File: src/shared/cpcr_pkg.sv
`default_nettype none

package cpcr_pkg;

  // Frame layout: command, address code, parity, then the data byte.
  localparam int unsigned FRAME_BITS    = 16;
  localparam int unsigned CMD_HI        = 15;
  localparam int unsigned CMD_LO        = 14;
  localparam int unsigned ADDR_HI       = 13;
  localparam int unsigned ADDR_LO       = 9;
  localparam logic [1:0]  CMD_WRITE     = 2'h1;
  localparam logic [4:0]  CAN_CFG_ADDR  = 5'h10;
  localparam logic [4:0]  PIN_CFG_ADDR  = 5'h11;
  localparam logic [4:0]  HDR_LAST_BIT  = 5'h07;
  localparam logic [4:0]  FRAME_LAST    = 5'h0F;
  localparam logic [4:0]  BIT_CNT_ONE   = 5'h01;

  // can_transceiver_config fields.
  localparam int unsigned CAN_MODE_HI   = 7;
  localparam int unsigned CAN_MODE_LO   = 6;
  localparam int unsigned CAN_SLEW_HI   = 5;
  localparam int unsigned CAN_SLEW_LO   = 4;
  localparam int unsigned CAN_WAKE_ONE  = 3;
  localparam int unsigned CAN_FAIL_NOW  = 0;
  localparam logic [7:0]  CAN_CFG_WMASK = 8'hF9;
  localparam logic [7:0]  CAN_CFG_RST   = 8'h80;
  localparam logic [7:0]  PIN_CFG_RST   = 8'h00;

  // Dominant pulse counts.
  localparam int unsigned PCNT_W        = 3;
  localparam logic [2:0]  WAKE_PULSES_3 = 3'h3;
  localparam logic [2:0]  WAKE_PULSES_1 = 3'h1;
  localparam logic [2:0]  FAIL_PULSES   = 3'h5;

  localparam int unsigned NUM_PINS      = 4;
  localparam int unsigned NUM_LOW_SIDE_PINS = 2;

  typedef enum logic [1:0] {
    CPCR_CAN_SLEEP      = 2'b00,
    CPCR_CAN_RX_ONLY    = 2'b01,
    CPCR_CAN_SLEEP_WAKE = 2'b10,
    CPCR_CAN_TXRX       = 2'b11
  } cpcr_can_mode_t;

  typedef enum logic [1:0] {
    CPCR_SLEW_FAST   = 2'b00,
    CPCR_SLEW_MEDIUM = 2'b01,
    CPCR_SLEW_SLOW   = 2'b10,
    CPCR_SLEW_FAST_B = 2'b11
  } cpcr_slew_t;

  typedef enum logic [1:0] {
    CPCR_PIN_OFF   = 2'b00,
    CPCR_PIN_WAKE  = 2'b01,
    CPCR_PIN_DRV_A = 2'b10,
    CPCR_PIN_DRV_B = 2'b11
  } cpcr_pin_cfg_t;

  typedef enum logic [2:0] {
    CPCR_SPI_IDLE = 3'b000,
    CPCR_SPI_HDR  = 3'b001,
    CPCR_SPI_DATA = 3'b010,
    CPCR_SPI_DONE = 3'b011,
    CPCR_SPI_ERR  = 3'b100
  } cpcr_spi_st_t;

endpackage : cpcr_pkg

`default_nettype wire

File: src/hdl/cpcr_sync_filt.sv
`default_nettype none

// Three-stage synchroniser; the filtered level only moves when stages two and three agree.
module cpcr_sync_filt #(
  parameter int unsigned W = 1
) (
  input  wire logic         i_clk,
  input  wire logic         i_srst,
  input  wire logic [W-1:0] i_async,
  output logic      [W-1:0] o_level,
  output logic      [W-1:0] o_rise
);

  logic [W-1:0] s1_q;
  logic [W-1:0] s2_q;
  logic [W-1:0] s3_q;

  always_ff @(posedge i_clk) begin
    if (i_srst) begin
      s1_q <= '0;
      s2_q <= '0;
      s3_q <= '0;
    end else begin
      s1_q <= i_async;
      s2_q <= s1_q;
      s3_q <= s2_q;
    end
  end

  genvar g;
  generate
    for (g = 0; g < W; g++) begin : g_bit
      always_ff @(posedge i_clk) begin
        if (i_srst) begin
          o_level[g] <= 1'b0;
          o_rise[g]  <= 1'b0;
        end else begin
          if (s2_q[g] == s3_q[g]) begin
            o_level[g] <= s3_q[g];
          end
          o_rise[g] <= s2_q[g] & s3_q[g] & ~o_level[g];
        end
      end
    end
  endgenerate

endmodule : cpcr_sync_filt

`default_nettype wire

File: src/hdl/cpcr_pulse_cnt.sv
`default_nettype none

// Counts pulses while armed and fires once the target is reached, then starts over.
module cpcr_pulse_cnt
  import cpcr_pkg::*;
(
  input  wire logic              i_clk,
  input  wire logic              i_srst,
  input  wire logic              i_arm,
  input  wire logic              i_pulse,
  input  wire logic [PCNT_W-1:0] i_target,
  output logic                   o_hit
);

  logic [PCNT_W-1:0] cnt_q;
  logic [PCNT_W-1:0] cnt_inc;

  assign cnt_inc = cnt_q + {{(PCNT_W-1){1'b0}}, 1'b1};

  always_ff @(posedge i_clk) begin
    if (i_srst || !i_arm) begin
      cnt_q <= '0;
      o_hit <= 1'b0;
    end else if (i_pulse && cnt_inc >= i_target) begin
      cnt_q <= '0;
      o_hit <= 1'b1;
    end else begin
      cnt_q <= i_pulse ? cnt_inc : cnt_q;
      o_hit <= 1'b0;
    end
  end

endmodule : cpcr_pulse_cnt

`default_nettype wire

File: src/hdl/cpcr_top.sv
`default_nettype none

module cpcr_top
  import cpcr_pkg::*;
(
  input  wire logic                 i_clk,
  input  wire logic                 i_srst,
  input  wire logic                 i_spi_sck,
  input  wire logic                 i_spi_cs_n,
  input  wire logic                 i_spi_mosi,
  output logic                      o_spi_miso,
  input  wire logic                 i_normal_mode,
  input  wire logic                 i_low_power_mode,
  input  wire logic                 i_bus_dominant,
  input  wire logic                 i_xcvr_tx_input,
  input  wire logic                 i_bus_fail_detect,
  output logic [7:0]                o_can_cfg,
  output logic [7:0]                o_pin_cfg,
  output logic                      o_xcvr_sleep,
  output logic                      o_xcvr_rx_en,
  output logic                      o_xcvr_tx_en,
  output logic                      o_bus_wake_en,
  output logic [1:0]                o_slew_rate,
  output logic                      o_wake_single,
  output logic                      o_dev_wake,
  output logic                      o_wake_irq,
  output logic                      o_fail_irq,
  output logic [cpcr_pkg::NUM_PINS-1:0] o_pin_wake_en,
  output logic [cpcr_pkg::NUM_PINS-1:0] o_pin_high_side_drive,
  output logic [cpcr_pkg::NUM_PINS-1:0] o_pin_low_side_drive
);

  import cpcr_pkg::*;

  // Select is synchronised active high so that cleared stages read as deselected.
  logic [2:0]   spi_lvl;
  logic [2:0]   spi_rise;
  logic [2:0]   dev_lvl;
  logic [2:0]   dev_rise;
  logic         sck_lvl;
  logic         cs_n_lvl;
  logic         mosi_lvl;
  logic         sck_rise;
  logic         sck_prev_q;
  logic         sck_fall;

  cpcr_sync_filt #(
    .W (3)
  ) u_spi_sync (
    .i_clk   (i_clk),
    .i_srst  (i_srst),
    .i_async ({i_spi_mosi, ~i_spi_cs_n, i_spi_sck}),
    .o_level (spi_lvl),
    .o_rise  (spi_rise)
  );

  cpcr_sync_filt #(
    .W (3)
  ) u_dev_sync (
    .i_clk   (i_clk),
    .i_srst  (i_srst),
    .i_async ({i_bus_fail_detect, i_xcvr_tx_input, i_bus_dominant}),
    .o_level (dev_lvl),
    .o_rise  (dev_rise)
  );

  assign sck_lvl  = spi_lvl[0];
  assign cs_n_lvl = ~spi_lvl[1];
  assign mosi_lvl = spi_lvl[2];
  assign sck_rise = spi_rise[0];
  assign sck_fall = sck_prev_q & ~sck_lvl;

  always_ff @(posedge i_clk) begin
    if (i_srst) begin
      sck_prev_q <= 1'b0;
    end else begin
      sck_prev_q <= sck_lvl;
    end
  end

  cpcr_spi_st_t st_q;
  logic [4:0]   bit_cnt_q;
  logic [15:0]  shift_q;
  logic [15:0]  shift_d;
  logic [7:0]   miso_sr_q;
  logic [7:0]   rd_byte;
  logic [4:0]   hdr_addr;
  logic         commit;
  logic [7:0]   can_q;
  logic [7:0]   pin_q;

  assign shift_d  = {shift_q[14:0], mosi_lvl};
  assign hdr_addr = shift_d[ADDR_LO-8 +: 5];
  // A frame only counts when exactly sixteen bits arrived before select is released.
  assign commit   = (st_q == CPCR_SPI_DONE) && cs_n_lvl;

  always_comb begin
    if (hdr_addr == CAN_CFG_ADDR) begin
      rd_byte = can_q;
    end else if (hdr_addr == PIN_CFG_ADDR) begin
      rd_byte = pin_q;
    end else begin
      rd_byte = 8'h00;
    end
  end

  always_ff @(posedge i_clk) begin
    if (i_srst) begin
      st_q      <= CPCR_SPI_IDLE;
      bit_cnt_q <= 5'h00;
      shift_q   <= 16'h0000;
    end else if (cs_n_lvl) begin
      st_q      <= CPCR_SPI_IDLE;
      bit_cnt_q <= 5'h00;
    end else begin
      case (st_q)
        CPCR_SPI_IDLE: begin
          st_q      <= CPCR_SPI_HDR;
          bit_cnt_q <= 5'h00;
        end
        CPCR_SPI_HDR: begin
          if (sck_rise) begin
            shift_q   <= shift_d;
            bit_cnt_q <= bit_cnt_q + BIT_CNT_ONE;
            if (bit_cnt_q == HDR_LAST_BIT) begin
              st_q <= CPCR_SPI_DATA;
            end
          end
        end
        CPCR_SPI_DATA: begin
          if (sck_rise) begin
            shift_q   <= shift_d;
            bit_cnt_q <= bit_cnt_q + BIT_CNT_ONE;
            if (bit_cnt_q == FRAME_LAST) begin
              st_q <= CPCR_SPI_DONE;
            end
          end
        end
        CPCR_SPI_DONE: begin
          if (sck_rise) begin
            st_q <= CPCR_SPI_ERR;
          end
        end
        CPCR_SPI_ERR: begin
          st_q <= CPCR_SPI_ERR;
        end
        default: begin
          st_q <= CPCR_SPI_IDLE;
        end
      endcase
    end
  end

  // Read data is the addressed register, shifted out MSB first on falling clock edges.
  always_ff @(posedge i_clk) begin
    if (i_srst) begin
      miso_sr_q  <= 8'h00;
      o_spi_miso <= 1'b0;
    end else if (cs_n_lvl) begin
      miso_sr_q  <= 8'h00;
      o_spi_miso <= 1'b0;
    end else if (st_q == CPCR_SPI_HDR && sck_rise && bit_cnt_q == HDR_LAST_BIT) begin
      miso_sr_q <= rd_byte;
    end else if (st_q == CPCR_SPI_DATA && sck_fall) begin
      o_spi_miso <= miso_sr_q[7];
      miso_sr_q  <= {miso_sr_q[6:0], 1'b0};
    end
  end

  always_ff @(posedge i_clk) begin
    if (i_srst) begin
      can_q <= CAN_CFG_RST;
      pin_q <= PIN_CFG_RST;
    end else if (commit && shift_q[CMD_HI:CMD_LO] == CMD_WRITE) begin
      if (shift_q[ADDR_HI:ADDR_LO] == CAN_CFG_ADDR) begin
        can_q <= shift_q[7:0] & CAN_CFG_WMASK;
      end else if (shift_q[ADDR_HI:ADDR_LO] == PIN_CFG_ADDR) begin
        pin_q <= shift_q[7:0];
      end
    end
  end

  always_ff @(posedge i_clk) begin
    if (i_srst) begin
      o_can_cfg <= CAN_CFG_RST;
      o_pin_cfg <= PIN_CFG_RST;
    end else begin
      o_can_cfg <= can_q;
      o_pin_cfg <= pin_q;
    end
  end

  logic           normal_prev_q;
  logic           seen_normal_q;
  logic           force_wake_q;
  cpcr_can_mode_t eff_mode;

  always_ff @(posedge i_clk) begin
    if (i_srst) begin
      normal_prev_q <= 1'b0;
      seen_normal_q <= 1'b0;
      force_wake_q  <= 1'b0;
    end else begin
      normal_prev_q <= i_normal_mode;
      if (!i_normal_mode) begin
        force_wake_q <= 1'b0;
      end else if (!normal_prev_q && !seen_normal_q) begin
        force_wake_q  <= 1'b1;
        seen_normal_q <= 1'b1;
      end
    end
  end

  // Forcing is held for the whole first normal stay, so a mode written during it lands but waits.
  assign eff_mode = force_wake_q ? CPCR_CAN_SLEEP_WAKE
                                 : cpcr_can_mode_t'(can_q[CAN_MODE_HI:CAN_MODE_LO]);

  always_ff @(posedge i_clk) begin
    if (i_srst) begin
      o_xcvr_sleep  <= 1'b1;
      o_xcvr_rx_en  <= 1'b0;
      o_xcvr_tx_en  <= 1'b0;
      o_bus_wake_en <= 1'b1;
    end else begin
      case (eff_mode)
        CPCR_CAN_SLEEP: begin
          o_xcvr_sleep  <= 1'b1;
          o_xcvr_rx_en  <= 1'b0;
          o_xcvr_tx_en  <= 1'b0;
          o_bus_wake_en <= 1'b0;
        end
        CPCR_CAN_RX_ONLY: begin
          o_xcvr_sleep  <= 1'b0;
          o_xcvr_rx_en  <= 1'b1;
          o_xcvr_tx_en  <= 1'b0;
          o_bus_wake_en <= 1'b0;
        end
        CPCR_CAN_SLEEP_WAKE: begin
          o_xcvr_sleep  <= 1'b1;
          o_xcvr_rx_en  <= 1'b0;
          o_xcvr_tx_en  <= 1'b0;
          o_bus_wake_en <= 1'b1;
        end
        default: begin
          o_xcvr_sleep  <= 1'b0;
          o_xcvr_rx_en  <= 1'b1;
          o_xcvr_tx_en  <= 1'b1;
          o_bus_wake_en <= 1'b0;
        end
      endcase
    end
  end

  always_ff @(posedge i_clk) begin
    if (i_srst) begin
      o_slew_rate   <= CPCR_SLEW_FAST;
      o_wake_single <= 1'b0;
    end else begin
      case (cpcr_slew_t'(can_q[CAN_SLEW_HI:CAN_SLEW_LO]))
        CPCR_SLEW_MEDIUM: o_slew_rate <= CPCR_SLEW_MEDIUM;
        CPCR_SLEW_SLOW:   o_slew_rate <= CPCR_SLEW_SLOW;
        default:          o_slew_rate <= CPCR_SLEW_FAST;
      endcase
      o_wake_single <= can_q[CAN_WAKE_ONE];
    end
  end

  logic       wake_hit;
  logic [2:0] wake_target;

  assign wake_target = can_q[CAN_WAKE_ONE] ? WAKE_PULSES_1 : WAKE_PULSES_3;

  cpcr_pulse_cnt u_wake_cnt (
    .i_clk    (i_clk),
    .i_srst   (i_srst),
    .i_arm    (eff_mode == CPCR_CAN_SLEEP_WAKE),
    .i_pulse  (dev_rise[0]),
    .i_target (wake_target),
    .o_hit    (wake_hit)
  );

  // In low-power mode the wake goes to the device, otherwise it becomes an interrupt only in normal mode.
  always_ff @(posedge i_clk) begin
    if (i_srst) begin
      o_dev_wake <= 1'b0;
      o_wake_irq <= 1'b0;
    end else begin
      o_dev_wake <= wake_hit & i_low_power_mode;
      o_wake_irq <= wake_hit & ~i_low_power_mode & i_normal_mode;
    end
  end

  logic fail_hit;
  logic fail_early;
  logic fail_done_q;

  assign fail_early = can_q[CAN_FAIL_NOW];

  cpcr_pulse_cnt u_fail_cnt (
    .i_clk    (i_clk),
    .i_srst   (i_srst),
    .i_arm    (dev_lvl[2] & ~fail_early & ~fail_done_q),
    .i_pulse  (dev_rise[1]),
    .i_target (FAIL_PULSES),
    .o_hit    (fail_hit)
  );

  // One report per failure; a new report needs the failure to clear first.
  always_ff @(posedge i_clk) begin
    if (i_srst) begin
      o_fail_irq  <= 1'b0;
      fail_done_q <= 1'b0;
    end else begin
      o_fail_irq <= (fail_early & dev_rise[2])
                  | (fail_hit & ~fail_done_q);
      if (!dev_lvl[2]) begin
        fail_done_q <= 1'b0;
      end else if (fail_hit || (fail_early && dev_rise[2])) begin
        fail_done_q <= 1'b1;
      end
    end
  end

  genvar p;
  generate
    for (p = 0; p < NUM_PINS; p++) begin : g_pin
      cpcr_pin_cfg_t fld;
      assign fld = cpcr_pin_cfg_t'(pin_q[2*p +: 2]);
      always_ff @(posedge i_clk) begin
        if (i_srst) begin
          o_pin_wake_en[p]         <= 1'b0;
          o_pin_high_side_drive[p] <= 1'b0;
          o_pin_low_side_drive[p]  <= 1'b0;
        end else begin
          o_pin_wake_en[p] <= (fld == CPCR_PIN_WAKE);
          if (p >= NUM_LOW_SIDE_PINS) begin
            o_pin_high_side_drive[p] <= (fld == CPCR_PIN_DRV_A)
                                      || (fld == CPCR_PIN_DRV_B);
            o_pin_low_side_drive[p]  <= 1'b0;
          end else begin
            o_pin_high_side_drive[p] <= (fld == CPCR_PIN_DRV_B);
            o_pin_low_side_drive[p]  <= (fld == CPCR_PIN_DRV_A);
          end
        end
      end
    end
  endgenerate

endmodule : cpcr_top

`default_nettype wire

File: config.mk
export PLATFORM = sky130hd
export DESIGN_NAME = cpcr_top
export DESIGN_NICKNAME = d
export VERILOG_FILES = /design/src/shared/cpcr_pkg.sv /design/src/hdl/cpcr_sync_filt.sv /design/src/hdl/cpcr_pulse_cnt.sv /design/src/hdl/cpcr_top.sv
export SDC_FILE = /design/constraint.sdc
export NUM_CORES = 1
export LEC_CHECK = 0
export BUFFER_PORTS_ARGS = -buffer_cell sky130_fd_sc_hd__buf_2
export CAP_MARGIN = 10
export CORE_ASPECT_RATIO = 0.9
export CORE_MARGIN = 2
export CORE_UTILIZATION = 35
export DETAILED_ROUTE_END_ITERATION = 16
export PLACE_DENSITY = 0.49
export SYNTH_ARGS = -nofsm -noshare
export SYNTH_HDL_FRONTEND = slang
export SYNTH_SLANG_ARGS = --single-unit
File: constraint.sdc
create_clock -name i_clk -period 2.55 [get_ports i_clk]
set_input_delay 0 -clock i_clk [delete_from_list [all_inputs] [get_ports i_clk]]
set_output_delay 0 -clock i_clk [all_outputs]
set_load 0.01 [all_outputs]
==> metrics <==
Worst-Skew Late Latency=0.41 ns; post-CTS resize count=0; gpl congestion=0.749; Avg Cell Area, Syn=10.4 µm²; nets@finish=491; Switching Share=18.9%; Switch Pwr=844 µW; sequential fraction of the synthesis area=55.6%; Clock power frac=55.7%; worst hold-check path type=in2reg; first-pass GRT wire length=13.2 mm; Setup Crit Path Kind=reg2reg; number of global-route vias before repair=2791; number of CTS-inserted buffers=17; most frequent cells in the layout=121 x dfxtp_1, 44 x buf_2, 41 x nor2_1; post-CTS setup buffers=0; crit path max fanout=8; fill cell count=1212; Initial Utilization=36.0%; All-Layer GR Usage=12.9%; Die Ht=110 µm; CP max-delay cell=or4_1; largest net degree at the start of global routing=38; Gate Count Post-Synth=418; placed cells=604; Crit. End Element=flop; vias=2900; Post-Syn Area=4350 µm²; Critical Path Start Type=flop; Distinct cells, synth=48; worst-path cell chain=ha_1 > nand4bb_1 > or4_1 > a32oi_2 > nor2_1; initial antenna violation count=0; row count=38; Slew Limit Fails=0; setup violators final=0; core area=12100 µm²; max-cap violation count=0; Syn. warnings=0; chip width=122 µm; most common cell after layout, fill and taps aside=dfxtp_1; Top delay family on crit path=simple AND/OR/NAND/NOR gates; status=completed; Worst Tran Pin Value=0.623 ns; PD cells=835 nW/µm²; clock skew=0.00732 ns; DP HPWL=5.25 mm; Ant. Diodes=0; LEAKAGE=2.25 nW; Post-route DRC=0; CP required=2.82 ns; final worst path period share=73.3%; Max IR drop VDD=0.423 mV; slowest stage delay, CP=0.67 ns; #FFs+latches synth=121; internal power=3.62 mW; fin cells=644; io pins=49; EDFF count, synth=0; # clock sinks=121; routed len/inst=12.1 µm; Post-synth ARST share=0%; Top FF cell, synth=dfxtp_1; count of final hold-check violations=0; worst rel slew slack=58.4%; Routed WL=7.77 mm; top cell type by total area after synthesis=dfxtp_1; CTS Buffer Depth=2; Area growth, synth to finish=22.9%; layout cells sized above 1=18.6%; Fin Setup TNS=0 ns; Reg clk slew, reported paths=0.05 ns; total grt overflow=0; PortBufs=44; max frequency=0.535 GHz; die area=13300 µm²; Yosys top cell area share=55.6%; Reg power frac=42.9%; via density per instance=4.50; hold buffer count at cts=8; post-route ant nets=0; Iter 0 DRT Violations=131; CTS root buf=clkbuf_16; CTS tree=built; First-pass DRT Iterations=4; CP arrival=2.14 ns; RSZ-0062 raised after global routing=no; htree depth=4; Min Clock Period, post-route=1.87 ns; logic gate share of total power=1.4%; Crit path buffers/inverters=0; dominant cells by area after synthesis=dfxtp_1 56%, mux2i_1 7.6%, nor2b_1 4.5%
==> Yosys cell counts (2+ instances only) <==
cell type	number
xor2_1	3
nand2b_1	22
nand3_1	12
inv_1	16
xnor2_1	3
nor2_1	41
buf_4	11
a211oi_1	2
nand2_1	19
nor4b_1	2
mux2i_1	33
nor3b_1	6
nor2b_1	31
a21oi_1	13
o21ai_0	11
and2_1	5
buf_6	2
a22oi_1	5
mux2_2	5
clkbuf_1	8
dfxtp_1	121
nand4_1	5
nor3_1	5
ha_1	10
buf_2	3
and3b_1	2
==> final timing paths <==
kind	startpoint	end	cells after the start	slack [ns]
worst max-delay path	bit_cnt_q[0]	miso_sr_q[0]	5	0.68
worst min-delay path	i_srst	o_dev_wake	2	0.09
worst max register to register	bit_cnt_q[0]	miso_sr_q[0]	5	0.68
worst min register to register	u_dev_sync.o_level[1]	u_dev_sync.o_rise[1]	1	0.42
==> stage by stage <==
step / cell area, µm² / total power [mW] / setup slack [ns] / hold WS [ns] / utilization [%]
6_report: 5350 / 4.47 / 0.682 / 0.0912 / 44.3
5_1_grt: 5350 / 4.62 / 0.475 / 0.133 / 44.3
4_1_cts: 5350 / 4.52 / 0.670 / 0.0979 / 44.3
3_5_place_dp: 4660 / 2.01 / 0.684 / 0.153 / 38.6
3_3_place_gp: 4660 / 2.01 / 0.727 / 0.156 / 38.6
2_1_floorplan: 4360 / 2.00 / 0.912 / 0.0667 / -
==> kinds of logic after synthesis <==
family	share of synthesized area [%]
xor+xnor	1.58
flops	55.6
fa+ha+maj	2.87
simple gates	20.3
mux	8.88
compound gates	5.84
buf+inv	4.83
other cells	0.0861
==> worst register-to-register path: cells and delay by family (launching register included) <==
family | cells | cell delay, ns
AND/OR/NAND/NOR | 3 | 0.89
AO/OA/AOI/OAI | 1 | 0.26
flip-flops | 1 | 0.38
adder cells (fa/ha/maj) | 1 | 0.22
==> power groups by stage <==
stage          registers, mW  logic (mW)  clock network, mW
3_3_place_gp            1.96      0.0551                  0
5_1_grt                 1.92      0.0725               2.63
3_5_place_dp            1.96      0.0562                  0
2_1_floorplan           1.95      0.0457                  0
4_1_cts                 1.92      0.0656               2.54
6_report                1.92      0.0644               2.49
==> metal layers <==
layer	track usage [%]	up-vias	routed length, µm
met5	0	-	0
met2	19.9	55	3470
li1	-	1496	-
met4	6.81	0	134
met1	15.8	1335	3830
met3	4.72	14	336
==> flip-flops by register name (all words and copies together), names as in the netlist, 4 cells and up <==
signal                 count
o_pin_cfg                  8
pin_q                      8
o_pin_high_side_drive      4
bit_cnt_q                  5
o_pin_wake_en              4
miso_sr_q                  8
o_can_cfg                  6
shift_q                   16
can_q                      6
==> final cells by class <==
| class | count | area [µm²] | area share, % |
|---|---|---|---|
| Sequential cell | 121 | 2420 | 45.3 |
| Clock buffer | 24 | 472 | 8.81 |
| Tap cell | 160 | 200 | 3.74 |
| Multi-Input combinational cell | 260 | 1730 | 32.4 |
| Clock inverter | 8 | 143 | 2.67 |
| Inverter | 16 | 60.1 | 1.12 |
| Timing Repair Buffer | 55 | 323 | 6.03 |
No activity file was read; power rests on OpenSTA's default activity.
